`config.mk`:
```
export PLATFORM = sky130hd
export DESIGN_NAME = agcnco_ctrl
export DESIGN_NICKNAME = d
export VERILOG_FILES = /design/src/core/agcnco_pkg.sv /design/src/core/agcnco_ctrl.sv
export SDC_FILE = /design/constraint.sdc
export NUM_CORES = 1
export LEC_CHECK = 0
export BUFFER_PORTS_ARGS = -buffer_cell sky130_fd_sc_hd__buf_2
export CAP_MARGIN = 10
export CELL_PAD_IN_SITES_DETAIL_PLACEMENT = 1
export CELL_PAD_IN_SITES_GLOBAL_PLACEMENT = 1
export CORE_UTILIZATION = 49
export CTS_BUF_LIST = sky130_fd_sc_hd__clkbuf_16
export CTS_CLUSTER_SIZE = 20
export DETAILED_ROUTE_END_ITERATION = 6
export PLACE_DENSITY = 0.9
export SYNTH_ARGS = -nofsm -noshare
export SYNTH_HDL_FRONTEND = slang
export SYNTH_SLANG_ARGS = --single-unit
```
`constraint.sdc`:
```
create_clock -name ref_clk -period 13.9 [get_ports ref_clk]
set_clock_uncertainty 0.05 [all_clocks]
set_input_delay 1.39 -clock ref_clk [delete_from_list [all_inputs] [get_ports ref_clk]]
set_output_delay 1.39 -clock ref_clk [all_outputs]
set_load 0.005 [all_outputs]
```
`src/core/agcnco_pkg.sv`:
```
// Package for the AGC and timing oscillator control word block.
// Assumes a single back-end clock domain and a plain register port.
package agcnco_pkg;
  // Register offsets (byte addresses, chosen)
  localparam logic [7:0] OFS_LOOP_CFG = 8'h00;
  localparam logic [7:0] OFS_LIMITS = 8'h04;
  localparam logic [7:0] OFS_SAMPLE_STB = 8'h08;
  localparam logic [7:0] OFS_TNCO_CFG = 8'h0C;
  localparam logic [7:0] OFS_TNCO_FREQ = 8'h10;
  localparam logic [7:0] OFS_TNCO_PHASE = 8'h14;
  localparam logic [7:0] OFS_FREQ_STB = 8'h18;
  localparam logic [7:0] OFS_PHASE_STB = 8'h1C;
  localparam logic [7:0] OFS_GAIN_READ = 8'h20;
  // Loop config fields
  localparam int LC_SYNC_BIT = 29;
  localparam int LC_THR_LSB = 16;
  localparam int LC_THR_W = 13;
  localparam int LC_M1_LSB = 12;
  localparam int LC_E1_LSB = 8;
  localparam int LC_M0_LSB = 4;
  localparam int LC_E0_LSB = 0;
  localparam logic [31:0] LC_MASK = 32'h3FFFFFFF;
  localparam int LG_EXP_BASE = 15;
  // Limits fields
  localparam int LIM_UP_LSB = 16;
  localparam int LIM_LO_LSB = 0;
  localparam int LIM_W = 12;
  localparam logic [31:0] LIM_MASK = 32'h0FFF0FFF;
  // Timing oscillator config fields
  localparam int TC_SYNC_BIT = 5;
  localparam int TC_OW_LSB = 3;
  localparam int TC_OFS_EN_BIT = 2;
  localparam int TC_CLR_BIT = 1;
  localparam int TC_LOAD_BIT = 0;
  localparam logic [31:0] TC_MASK = 32'h0000003F;
  localparam logic [31:0] PH_MASK = 32'h000000FF;
  // Gain accumulator: 12 bit code in top of a 32 bit word
  localparam int GACC_W = 32;
  localparam int GACC_FRAC = 20;
  localparam logic [31:0] RESET_ZERO = 32'h00000000;

  typedef struct packed {
    logic [7:0] addr;
    logic [31:0] wdata;
    logic wr;
    logic rd;
  } agcnco_bus_s;
endpackage : agcnco_pkg

```
`src/core/agcnco_ctrl.sv`:
```
// AGC loop and timing oscillator control words with a light loop model.
// Assumes all ports on ref_clk except filter_sync_input, which is a pin.
//
// Operation
// - AGC sync bit: sync loads upper limit into accumulator
// - Gain error is threshold minus magnitude
// - Threshold is 13 bits, signed fixed point
// - Select high uses loop gain set one
// - Select low uses loop gain set zero
// - Step is error times mantissa times exponent shift
// - Mantissa is value over sixteen
// - Upper limit: twelve bit code in bits 27:16
// - Lower limit uses same layout
// - Limit code maps to top twelve accumulator bits
// - Sample strobe write captures loop output
// - Timing sync enabled loads frequency and phase
// - Sync with load bit zeroes accumulator feedback
// - Offset width code selects 8 to 32 bits
// - Offset enable gates offset into adder
// - Clear bit holds accumulator feedback zero
// - Load bit: frequency update zeroes feedback
// - All words run on back-end clock
// - Frequency strobe copies holding to active
`timescale 1ns/10ps
module agcnco_ctrl
#(
  parameter int MAG_W = 16
)
(
  input wire logic ref_clk,
  input wire logic rst_b,
  input wire agcnco_pkg::agcnco_bus_s bus,
  output logic [31:0] rdata,
  input wire logic filter_sync_input,
  input wire logic agc_loop_gain_select,
  input wire logic sample_valid,
  input wire logic [MAG_W-1:0] magnitude,
  input wire logic [31:0] offset_freq,
  output logic [31:0] agc_gain,
  output logic [31:0] tnco_freq,
  output logic [7:0] tnco_phase,
  output logic [31:0] tnco_offset,
  output logic [31:0] tnco_accum,
  output logic tnco_fb_zero
);
  logic [31:0] loop_cfg_r;
  logic [31:0] limits_r;
  logic [31:0] tcfg_r;
  logic [31:0] freq_hold_r;
  logic [7:0] phase_hold_r;
  logic [31:0] freq_r;
  logic [7:0] phase_r;
  logic [31:0] gacc_r;
  logic [31:0] gacc_nxt;
  logic [31:0] gsample_r;
  logic [31:0] accum_r;
  logic zero_pulse_r;
  logic [2:0] sync_sh_r;
  logic sync_lvl_r;
  logic sync_pulse;
  logic wr_freq_stb;
  logic wr_sample;
  logic [31:0] rdata_r;

  // Expand a limit code to accumulator scale
  function automatic logic [31:0] lim_to_acc(input logic [11:0] code);
    lim_to_acc = {code, 20'h00000};
  endfunction : lim_to_acc

  // Pin sync filter: change counts when stages two and three agree
  always_ff @(posedge ref_clk or negedge rst_b)
  begin
    if (!rst_b)
    begin
      sync_sh_r <= 3'h0;
      sync_lvl_r <= 1'b0;
    end
    else
    begin
      sync_sh_r <= {sync_sh_r[1:0], filter_sync_input};
      if (sync_sh_r[1] == sync_sh_r[2])
        sync_lvl_r <= sync_sh_r[2];
    end
  end
  assign sync_pulse = (sync_sh_r[1] == sync_sh_r[2]) && sync_sh_r[2] && !sync_lvl_r;

  assign wr_freq_stb = bus.wr && (bus.addr == agcnco_pkg::OFS_FREQ_STB);
  assign wr_sample = bus.wr && (bus.addr == agcnco_pkg::OFS_SAMPLE_STB);

  // Configuration words, back-end clock only
  always_ff @(posedge ref_clk or negedge rst_b)
  begin
    if (!rst_b)
    begin
      loop_cfg_r <= agcnco_pkg::RESET_ZERO;
      limits_r <= agcnco_pkg::RESET_ZERO;
      tcfg_r <= agcnco_pkg::RESET_ZERO;
      freq_hold_r <= agcnco_pkg::RESET_ZERO;
      phase_hold_r <= 8'h00;
    end
    else if (bus.wr)
    begin
      case (bus.addr)
        agcnco_pkg::OFS_LOOP_CFG: loop_cfg_r <= bus.wdata & agcnco_pkg::LC_MASK;
        agcnco_pkg::OFS_LIMITS: limits_r <= bus.wdata & agcnco_pkg::LIM_MASK;
        agcnco_pkg::OFS_TNCO_CFG: tcfg_r <= bus.wdata & agcnco_pkg::TC_MASK;
        agcnco_pkg::OFS_TNCO_FREQ: freq_hold_r <= bus.wdata;
        agcnco_pkg::OFS_TNCO_PHASE: phase_hold_r <= bus.wdata[7:0];
        default: ;
      endcase
    end
  end

  // AGC loop step
  logic signed [agcnco_pkg::LC_THR_W:0] thr_s;
  logic signed [agcnco_pkg::LC_THR_W+1:0] err_s;
  logic [3:0] mant;
  logic [3:0] expo;
  logic signed [47:0] step_s;
  logic signed [47:0] sum_s;
  logic [31:0] up_acc;
  logic [31:0] lo_acc;
  always_comb
  begin
    thr_s = {loop_cfg_r[agcnco_pkg::LC_THR_LSB+agcnco_pkg::LC_THR_W-1],
             loop_cfg_r[agcnco_pkg::LC_THR_LSB +: agcnco_pkg::LC_THR_W]};
    err_s = (agcnco_pkg::LC_THR_W+2)'(thr_s)
          - (agcnco_pkg::LC_THR_W+2)'({1'b0, magnitude[MAG_W-1 -: agcnco_pkg::LC_THR_W]});
    if (agc_loop_gain_select)
    begin
      mant = loop_cfg_r[agcnco_pkg::LC_M1_LSB +: 4];
      expo = loop_cfg_r[agcnco_pkg::LC_E1_LSB +: 4];
    end
    else
    begin
      mant = loop_cfg_r[agcnco_pkg::LC_M0_LSB +: 4];
      expo = loop_cfg_r[agcnco_pkg::LC_E0_LSB +: 4];
    end
    // Mantissa over sixteen, shifted by 15 minus exponent
    step_s = (48'(err_s) * 48'($signed({1'b0, mant}))) <<< expo;
    step_s = step_s >>> agcnco_pkg::LG_EXP_BASE;
    up_acc = lim_to_acc(limits_r[agcnco_pkg::LIM_UP_LSB +: agcnco_pkg::LIM_W]);
    lo_acc = lim_to_acc(limits_r[agcnco_pkg::LIM_LO_LSB +: agcnco_pkg::LIM_W]);
    sum_s = $signed({16'h0000, gacc_r}) + (step_s <<< agcnco_pkg::GACC_FRAC);
    if (sum_s > $signed({16'h0000, up_acc}))
      gacc_nxt = up_acc;
    else if (sum_s < $signed({16'h0000, lo_acc}))
      gacc_nxt = lo_acc;
    else
      gacc_nxt = sum_s[31:0];
  end

  always_ff @(posedge ref_clk or negedge rst_b)
  begin
    if (!rst_b)
      gacc_r <= agcnco_pkg::RESET_ZERO;
    else if (sync_pulse && loop_cfg_r[agcnco_pkg::LC_SYNC_BIT])
      gacc_r <= up_acc;
    else if (sample_valid)
      gacc_r <= gacc_nxt;
  end

  always_ff @(posedge ref_clk or negedge rst_b)
  begin
    if (!rst_b)
      gsample_r <= agcnco_pkg::RESET_ZERO;
    else if (wr_sample)
      gsample_r <= gacc_r;
  end

  // Timing oscillator active words
  logic tsync;
  assign tsync = sync_pulse && tcfg_r[agcnco_pkg::TC_SYNC_BIT];
  always_ff @(posedge ref_clk or negedge rst_b)
  begin
    if (!rst_b)
    begin
      freq_r <= agcnco_pkg::RESET_ZERO;
      phase_r <= 8'h00;
    end
    else
    begin
      if (tsync || wr_freq_stb)
        freq_r <= freq_hold_r;
      if (tsync || (bus.wr && bus.addr == agcnco_pkg::OFS_PHASE_STB) ||
          (wr_freq_stb && tcfg_r[agcnco_pkg::TC_LOAD_BIT]))
        phase_r <= phase_hold_r;
    end
  end

  always_ff @(posedge ref_clk or negedge rst_b)
  begin
    if (!rst_b)
      zero_pulse_r <= 1'b0;
    else
      zero_pulse_r <= tcfg_r[agcnco_pkg::TC_LOAD_BIT] && (tsync || wr_freq_stb);
  end

  logic [31:0] ofs_masked;
  always_comb
  begin
    case (tcfg_r[agcnco_pkg::TC_OW_LSB +: 2])
      2'h0: ofs_masked = {offset_freq[31:24], 24'h000000};
      2'h1: ofs_masked = {offset_freq[31:16], 16'h0000};
      2'h2: ofs_masked = {offset_freq[31:8], 8'h00};
      default: ofs_masked = offset_freq;
    endcase
    if (!tcfg_r[agcnco_pkg::TC_OFS_EN_BIT])
      ofs_masked = agcnco_pkg::RESET_ZERO;
  end

  logic fb_zero;
  assign fb_zero = tcfg_r[agcnco_pkg::TC_CLR_BIT] || zero_pulse_r;
  always_ff @(posedge ref_clk or negedge rst_b)
  begin
    if (!rst_b)
      accum_r <= agcnco_pkg::RESET_ZERO;
    else
      accum_r <= (fb_zero ? agcnco_pkg::RESET_ZERO : accum_r) + freq_r + ofs_masked;
  end

  // Read port, data one cycle after strobe
  always_ff @(posedge ref_clk or negedge rst_b)
  begin
    if (!rst_b)
      rdata_r <= agcnco_pkg::RESET_ZERO;
    else if (bus.rd)
    begin
      case (bus.addr)
        agcnco_pkg::OFS_LOOP_CFG: rdata_r <= loop_cfg_r;
        agcnco_pkg::OFS_LIMITS: rdata_r <= limits_r;
        agcnco_pkg::OFS_TNCO_CFG: rdata_r <= tcfg_r;
        agcnco_pkg::OFS_TNCO_FREQ: rdata_r <= freq_hold_r;
        agcnco_pkg::OFS_TNCO_PHASE: rdata_r <= {24'h000000, phase_hold_r};
        agcnco_pkg::OFS_GAIN_READ: rdata_r <= gsample_r;
        default: rdata_r <= agcnco_pkg::RESET_ZERO;
      endcase
    end
    else
      rdata_r <= agcnco_pkg::RESET_ZERO;
  end

  assign rdata = rdata_r;
  assign agc_gain = gacc_r;
  assign tnco_freq = freq_r;
  assign tnco_phase = phase_r;
  assign tnco_offset = ofs_masked;
  assign tnco_accum = accum_r;
  assign tnco_fb_zero = fb_zero;

  a_agc_sync_load: assert property (@(posedge ref_clk) disable iff (!rst_b)
    sync_pulse && loop_cfg_r[agcnco_pkg::LC_SYNC_BIT] |=> gacc_r == $past(up_acc))
    else $error("AGC sync load missed");
  a_sample_capture: assert property (@(posedge ref_clk) disable iff (!rst_b)
    wr_sample |=> gsample_r == $past(gacc_r))
    else $error("Gain sample not captured");
  a_gain_upper_clamp: assert property (@(posedge ref_clk) disable iff (!rst_b)
    sample_valid && !sync_pulse && lo_acc <= up_acc |=> gacc_r <= $past(up_acc))
    else $error("Gain above upper limit");
  a_freq_strobe_copy: assert property (@(posedge ref_clk) disable iff (!rst_b)
    wr_freq_stb |=> freq_r == $past(freq_hold_r))
    else $error("Frequency strobe lost");
  a_tsync_off: assert property (@(posedge ref_clk) disable iff (!rst_b)
    sync_pulse && !tcfg_r[agcnco_pkg::TC_SYNC_BIT] && !wr_freq_stb |=> $stable(freq_r))
    else $error("Sync moved frequency while disabled");
  a_load_zero_fb: assert property (@(posedge ref_clk) disable iff (!rst_b)
    wr_freq_stb && tcfg_r[agcnco_pkg::TC_LOAD_BIT] |=> tnco_fb_zero ##1 accum_r == $past(freq_r) + $past(ofs_masked))
    else $error("Load on update did not zero feedback");
  a_clear_hold: assert property (@(posedge ref_clk) disable iff (!rst_b)
    tcfg_r[agcnco_pkg::TC_CLR_BIT] |=> accum_r == $past(freq_r) + $past(ofs_masked))
    else $error("Clear did not zero feedback");
  a_offset_gate: assert property (@(posedge ref_clk) disable iff (!rst_b)
    !tcfg_r[agcnco_pkg::TC_OFS_EN_BIT] |-> tnco_offset == 32'h00000000)
    else $error("Offset leaked while disabled");
  a_offset_width: assert property (@(posedge ref_clk) disable iff (!rst_b)
    tcfg_r[agcnco_pkg::TC_OFS_EN_BIT] && tcfg_r[4:3] == 2'h0 |-> tnco_offset[23:0] == 24'h000000)
    else $error("Offset width wrong");
  c_agc_sync: cover property (@(posedge ref_clk) sync_pulse && loop_cfg_r[agcnco_pkg::LC_SYNC_BIT]);
  c_sample_read: cover property (@(posedge ref_clk) wr_sample ##1 bus.rd && bus.addr == agcnco_pkg::OFS_GAIN_READ);
  c_tsync_load: cover property (@(posedge ref_clk) tsync && tcfg_r[agcnco_pkg::TC_LOAD_BIT]);
  c_gain_floor: cover property (@(posedge ref_clk) sample_valid ##1 gacc_r == lo_acc);
  c_freq_load: cover property (@(posedge ref_clk) wr_freq_stb && tcfg_r[agcnco_pkg::TC_LOAD_BIT]);

  // AGC loop direction and clamping
  a_gain_lower_clamp: assert property (
    @(posedge ref_clk) disable iff (!rst_b)
    sample_valid && !sync_pulse && lo_acc <= up_acc |=> gacc_r >= $past(lo_acc))
    else $error("Gain below lower limit");

  a_err_negative: assert property (
    @(posedge ref_clk) disable iff (!rst_b)
    sample_valid && !sync_pulse && err_s < 0 |=> gacc_r <= $past(gacc_r) || gacc_r == $past(lo_acc))
    else $error("Gain rose on negative error");

  a_err_positive: assert property (
    @(posedge ref_clk) disable iff (!rst_b)
    sample_valid && !sync_pulse && err_s > 0 |=> gacc_r >= $past(gacc_r) || gacc_r == $past(up_acc))
    else $error("Gain fell on positive error");

  a_set_one_zero: assert property (
    @(posedge ref_clk) disable iff (!rst_b)
    sample_valid && !sync_pulse && agc_loop_gain_select && loop_cfg_r[agcnco_pkg::LC_M1_LSB +: 4] == 4'h0 &&
    gacc_r <= up_acc && gacc_r >= lo_acc |=> $stable(gacc_r))
    else $error("Set one zero mantissa moved gain");

  a_set_zero_zero: assert property (
    @(posedge ref_clk) disable iff (!rst_b)
    sample_valid && !sync_pulse && !agc_loop_gain_select && loop_cfg_r[agcnco_pkg::LC_M0_LSB +: 4] == 4'h0 &&
    gacc_r <= up_acc && gacc_r >= lo_acc |=> $stable(gacc_r))
    else $error("Set zero zero mantissa moved gain");

  a_gain_idle: assert property (
    @(posedge ref_clk) disable iff (!rst_b)
    !sample_valid && !sync_pulse |=> $stable(gacc_r))
    else $error("Gain moved without sample");

  a_unsync_hold: assert property (
    @(posedge ref_clk) disable iff (!rst_b)
    sync_pulse && !loop_cfg_r[agcnco_pkg::LC_SYNC_BIT] && !sample_valid |=> $stable(gacc_r))
    else $error("Sync loaded gain while disabled");

  a_sync_one_shot: assert property (
    @(posedge ref_clk) disable iff (!rst_b)
    sync_pulse |=> !sync_pulse)
    else $error("Sync pulse longer than one cycle");

  // Sampled gain and read port
  a_sample_hold: assert property (
    @(posedge ref_clk) disable iff (!rst_b)
    !wr_sample |=> $stable(gsample_r))
    else $error("Sampled gain changed without strobe");

  a_gain_read: assert property (
    @(posedge ref_clk) disable iff (!rst_b)
    bus.rd && bus.addr == agcnco_pkg::OFS_GAIN_READ |=> rdata == $past(gsample_r))
    else $error("Sampled gain read wrong");

  // Reserved bits of stored words
  a_limits_reserved: assert property (
    @(posedge ref_clk) disable iff (!rst_b)
    (limits_r & ~agcnco_pkg::LIM_MASK) == 32'h00000000)
    else $error("Limit reserved bits set");

  a_loop_reserved: assert property (
    @(posedge ref_clk) disable iff (!rst_b)
    (loop_cfg_r & ~agcnco_pkg::LC_MASK) == 32'h00000000)
    else $error("Loop config reserved bits set");

  // Timing oscillator loads and accumulator
  a_tsync_freq: assert property (
    @(posedge ref_clk) disable iff (!rst_b)
    tsync |=> freq_r == $past(freq_hold_r))
    else $error("Timing sync missed frequency");

  a_tsync_phase: assert property (
    @(posedge ref_clk) disable iff (!rst_b)
    tsync |=> phase_r == $past(phase_hold_r))
    else $error("Timing sync missed phase");

  a_sync_zero_fb: assert property (
    @(posedge ref_clk) disable iff (!rst_b)
    tsync && tcfg_r[agcnco_pkg::TC_LOAD_BIT] |=> tnco_fb_zero)
    else $error("Sync with load did not zero feedback");

  a_load_phase: assert property (
    @(posedge ref_clk) disable iff (!rst_b)
    wr_freq_stb && tcfg_r[agcnco_pkg::TC_LOAD_BIT] |=> phase_r == $past(phase_hold_r))
    else $error("Load on update missed phase");

  a_accum_run: assert property (
    @(posedge ref_clk) disable iff (!rst_b)
    !fb_zero |=> accum_r == $past(accum_r) + $past(freq_r) + $past(ofs_masked))
    else $error("Accumulator did not accumulate");

  a_offset_full: assert property (
    @(posedge ref_clk) disable iff (!rst_b)
    tcfg_r[agcnco_pkg::TC_OFS_EN_BIT] && tcfg_r[4:3] == 2'h3 |-> tnco_offset == offset_freq)
    else $error("Full offset width wrong");
endmodule : agcnco_ctrl

```
# After elaboration in Yosys (flattened, before gate mapping)

Cells that the tools add are included.

Reduce and logical (&&, ||, !) cells: 22
Equality and inequality tests: 11
Muxes and demuxes: 11
Add/subtract/negate cells: 4
Shift operators: 1
Magnitude comparators: 2
Multipliers: 1

Operators with widths:

| kind                                                                  | number |
|---|---|
| 32-bit two-way mux                                                    | 7 |
| 32-bit one-hot mux with 6 select lines                                | 1 |
| 24-bit one-hot mux with 3 select lines                                | 1 |
| 32-bit adder                                                          | 2 |
| 33-bit by 48-bit adder with 48-bit output                             | 1 |
| 48-bit by 33-bit greater-than comparator with 1-bit output            | 1 |
| 48-bit by 33-bit less-than comparator with 1-bit output               | 1 |
| 20-bit by 4-bit <<< shifter with 43-bit output                        | 1 |
| 8-bit by 5-bit equality test with 1-bit output, second input constant | 4 |
| 15-bit by 5-bit multiplier with 20-bit output                         | 1 |
| 8-bit by 4-bit equality test with 1-bit output, second input constant | 2 |
| 13-bit by 14-bit subtractor with 15-bit output                        | 1 |
| 2-bit AND reduction                                                   | 5 |
| 1-bit logical AND                                                     | 9 |
| 8-bit by 3-bit equality test with 1-bit output, second input constant | 1 |
| 8-bit by 6-bit equality test with 1-bit output, second input constant | 1 |
| 8-bit zero test                                                       | 1 |
| 4-bit two-way mux                                                     | 2 |
| 1-bit logical OR                                                      | 4 |
| 2-bit by 1-bit equality test with 1-bit output, second input constant | 1 |
| 2-bit equality test, second input constant                            | 1 |
| 2-bit zero test                                                       | 1 |
| 2-bit nonzero test                                                    | 1 |
| 1-bit equality test                                                   | 1 |
| 1-bit zero test                                                       | 1 |

Output and inout bits: 169
Register bits after elaboration: 273
Logic and storage cells: 66
Input port bits: 95

# Depth between registers and ports, before layout

Word-level depth: 9
Mapped depth: 52
Depth with buffers taken out: 50

# Worst setup path after synthesis

Ideal clock, no wire load.

Kind: input to register
From: input port magnitude[4]
To: register gacc_r[21] (netlist: agc_gain[21])
Stages: 43
Arrival: 10.349 ns
Buffers on the path: 1
Required time: 13.704 ns
Setup slack: 3.356 ns
Library setup time: 0.146 ns
Cell sequence: inv_1 -> ha_1 -> nor2b_1 -> o21ai_0 -> a21boi_0 -> o21ai_0 -> a21boi_0 -> o21ai_0 -> a21boi_0 -> o21ai_0 -> a21boi_0 -> o21a_1 -> or4_1 -> nand3_1 -> nor2_1 -> ha_1 -> fa_1 -> inv_1 -> [7 not listed] -> xor2_1 -> o21ai_0 -> nand2_1 -> o211ai_1 -> o21a_1 -> ha_1 -> o21a_1 -> nor2_1 -> or3_1 -> o21a_1 -> or4_1 -> o211ai_1 -> nand3_1 -> o21ai_0 -> o41a_1 -> buf_2 -> mux2i_1 -> o221ai_1

Cells in the longest elaborated chain, start to end: 9
Elaborated cells on any way between the ends: 10
Those cells by class: add/sub: 2; mul: 1; order compare: 2; shift: 1; mux: 4

Ends and longest elaborated chain:

| what                                                    | line               | text |
|---|---|---|
| start: declaration                                      | agcnco_ctrl.sv:37  | `input wire logic [MAG_W-1:0] magnitude,` |
| 13-bit by 14-bit subtractor with 15-bit output *        | agcnco_ctrl.sv:128 | `- (agcnco_pkg::LC_THR_W+2)'({1'b0, magnitude[MAG_W-1 -: agcnco_pkg::LC_THR_W]});` |
| 15-bit by 5-bit multiplier with 20-bit output *         | agcnco_ctrl.sv:140 | `step_s = (48'(err_s) * 48'($signed({1'b0, mant}))) <<< expo;` |
| 20-bit by 4-bit <<< shifter with 43-bit output *        | agcnco_ctrl.sv:140 |  |
| 33-bit by 48-bit adder with 48-bit output *             | agcnco_ctrl.sv:144 | `sum_s = $signed({16'h0000, gacc_r}) + (step_s <<< agcnco_pkg::GACC_FRAC);` |
| 48-bit by 33-bit less-than comparator with 1-bit output | agcnco_ctrl.sv:147 | `else if (sum_s < $signed({16'h0000, lo_acc}))` |
| 32-bit two-way mux                                      | agcnco_ctrl.sv:147 |  |
| 32-bit two-way mux *                                    | agcnco_ctrl.sv:145 | `if (sum_s > $signed({16'h0000, up_acc}))` |
| 32-bit two-way mux *                                    | agcnco_ctrl.sv:159 | `else if (sample_valid)` |
| 32-bit two-way mux *                                    | agcnco_ctrl.sv:157 | `else if (sync_pulse && loop_cfg_r[agcnco_pkg::LC_SYNC_BIT])` |
| end signal: assignment                                  | agcnco_ctrl.sv:156 | `gacc_r <= agcnco_pkg::RESET_ZERO;` |
| end signal: assignment                                  | agcnco_ctrl.sv:158 | `gacc_r <= up_acc;` |
| end signal: assignment                                  | agcnco_ctrl.sv:160 | `gacc_r <= gacc_nxt;` |
| end: declaration                                        | agcnco_ctrl.sv:53  | `logic [31:0] gacc_r;` |

Mark *: on every way between the ends. The rest lies on a longest branch, timed or not. The select of a mux whose other input is x is not followed.
A chain may end at the register's enable or synchronous reset.

# Worst setup path in the final report

From: input port magnitude[4]
To: register gacc_r[23] (netlist: agc_gain[23])

Same word-level chain as after synthesis.

==> results.toml <==
[layout]
fin_nets = 2158
final_layout_size_suffix_gt1_share_pct = 25.4
final_cells = 2356
finish.instance_area_mm2 = 0.0191
utilization_pct = 57.0
area_growth_syn_to_layout_pct = 14.6

[setup_path]
reg2reg_slack_ps = 1870
cp.arrival_ps = 12840
cp.required_ps = 14210
max_stage_delay_ps = 910
r2r_start = "loop_cfg_r[17]"
crit_slowest_cell = "o41a_1"
worst_setup_path_end_kind = "flip-flop"
cp_max_fo = 12
setup.worst_path.class = "in2reg"
r2r_end = "agc_gain[23]"
crit_top_cell = "o21ai_0"
reg2reg_depth = 42
cp-start-kind = "primary input"
crit_start = "magnitude[4]"

[pwr]
power_leakage_nw = 10.1
p_sw_uw = 906
peakVddDrop_v = 0.0000975
clkPwrFrac_pct = 29.5
seqPwrFrac_pct = 34.1
p_int_mw = 1.47
powerDensity_mw_per_mm2 = 124
pwr-share-comb_pct = 36.4
fin_total_pwr_mw = 2.38
swShare_pct = 38.1

[logic_synthesis]
ys_top_cells_by_count = "233 x dfrtp_1, 163 x mux2_2, 142 x inv_1"
yosysWarningCount = 0
synthTopCellsByArea = "dfrtp_1 35%, mux2_2 11%, ha_1 8.9%"
ys_ff_latch = 233
netlist_area_mm2 = 0.0167
synth_edf_count = 0
yosys_most_used_dff = "dfrtp_1"
synth_area_leader_cell = "dfrtp_1"
synth_top_area_share_pct = 35.0
ys_types = 84
synth-seq-area-share_pct = 35.0
yosysMostFrequentCell = "dfrtp_1"
synthArstFlopShare_pct = 100
synth_area_per_cell_um2 = 10.0
syn_inst = 1660

[placement]
place_area_mm2 = 0.0183
hpwl_mm = 44.8
port_buffers = 240
gp_congestion = 0.914
place_inst = 2301

[floorplan]
ios = 264
initial_utilization_pct = 49.7
fp.dieW_um = 186
core_mm2 = 0.0335
die_h_um = 186
dieArea_mm2 = 0.0348
rows = 67

[clock_network]
cts_buffers = 24
cts_num_sinks = 233
clock_latency_ps = 550
cts_max_level = 1
cts_buffer_depth = 3
cts_tree = "yes"
clock_tree.root_cell = "clkbuf_16"
path_clk_slew_ps = 70
hold_buffers = 0
ctsResizeCount = 0
postCtsSetupRepairBufs = 0

[worst_hold_path]
holdCritPathClass = "reg2reg"
min_to = "sync_sh_r[1]"
hold_depth = 0
hold_start = "sync_sh_r[0]"

[global_route]
grt_antenna_before_repair = 9
grt_pass1_wl_mm = 102
first_global_vias = 16500
gr-usage-all-layers_pct = 38.4
grt_max_degree = 104
overflow = 0

[sta]
period_share_pct = 90.1
rsz0062_at_grt = "false"
setup_violations = 0
fin_crit_ps = 12530
hold_violations = 0
tns_ps = 0
worstMarginPinSlew_ps = 1270
final-max-slew-violation-count = 0
fmax_mhz = 79.8
max-slew-margin-rel_pct = 15.4

[routing]
drt_iter0_drc = 1392
viasPerCell = 6.39
routed_wl_mm = 66.4
wl_per_cell_um = 28.2
drtPass1Iterations = 7
drc = 5
vias = 15100
ant_nets = 0

[flow_run]
drv_cap = 0

[outcome]
status = "finished with violations"
failed_checks = "DRC"
-- area by class of cell --
type / count / area (um^2)
inverter: 142 / 533
sequential: 233 / 5830
tap: 448 / 561
fill: 3754 / 14400
timing repair buffer: 260 / 1360
multi-input combinational: 1219 / 10000
antenna: 10 / 25.0
clock buffer: 24 / 601
clock inverter: 20 / 210
-- routing by layer --
| layer | routed length (um) | GRT usage, % |
|---|---|---|
| met1 | 23400 | 43.6 |
| met3 | 5390 | 8.14 |
| met2 | 32100 | 64.3 |
| met4 | 5500 | 28.0 |
| met5 | 40 | 0 |
-- worst max path at each step --
stage,to,slack (ps),cells past startpoint
2_1_floorplan,agc_gain[21],3360,43
3_3_place_gp,agc_gain[20],1540,43
3_5_place_dp,agc_gain[23],1170,44
4_1_cts,agc_gain[28],1230,48
5_1_grt,agc_gain[23],530,43
6_report,agc_gain[23],1370,44
-- registers in the layout, summed over array words and instances (netlist names), 8 cells and up --
register	flops
phase_hold_r	8
loop_cfg_r	30
tnco_accum	32
rdata	32
tnco_freq	32
agc_gain	12
tnco_phase	8
gsample_r	12
limits_r	24
freq_hold_r	32
-- critical path: cells and delay by family --
family	cells	cell delay (ps)
AOI/OAI and AO/OA	19	4560
and+or+nand+nor	12	2780
adders and majority gates	6	2350
xor gates and xnor gates	2	1060
muxes	1	400
buffers and inverters	4	260
-- layout by cell type, fill, tap and decap left out, drive strengths merged, types with 58 or more instances in the layout --
cell type,count
buf,260
dfrtp,233
mux2,164
inv,146
nor2,133
ha,118
nand2,110
a21oi,83
fa,65
o21ai,58
-- cell families after synthesis --
kind of cell | count (synthesis) | share of synthesized area (%)
flip-flops | 233 | 35.0
other | 1 | 0.0225
AO/OA/AOI/OAI | 329 | 13.9
XOR/XNOR | 61 | 3.25
multiplexers | 200 | 13.2
buffers and inverters | 227 | 5.66
AND/OR/NAND/NOR | 426 | 12.3
adder cells (fa/ha/maj) | 183 | 16.7
-- power groups by stage --
| stage | Clock (mW) | Combinational (mW) | Sequential (mW) |
|---|---|---|---|
| CTS | 0.694 | 0.840 | 0.804 |
| global route | 0.717 | 0.928 | 0.813 |
| floorplan | 0 | 0.534 | 0.782 |
| global placement | 0 | 0.731 | 0.805 |
| detailed placement | 0 | 0.786 | 0.812 |
| finish | 0.702 | 0.864 | 0.811 |
-- stage by stage --
stage,setup WS [ps],hold slack (ps)
after detailed placement,1170,294
after floorplan,3360,281
after global routing,527,319
final,1370,308
after CTS,1230,309
after global placement,1540,289
No activity file was read; power rests on OpenSTA's default activity.
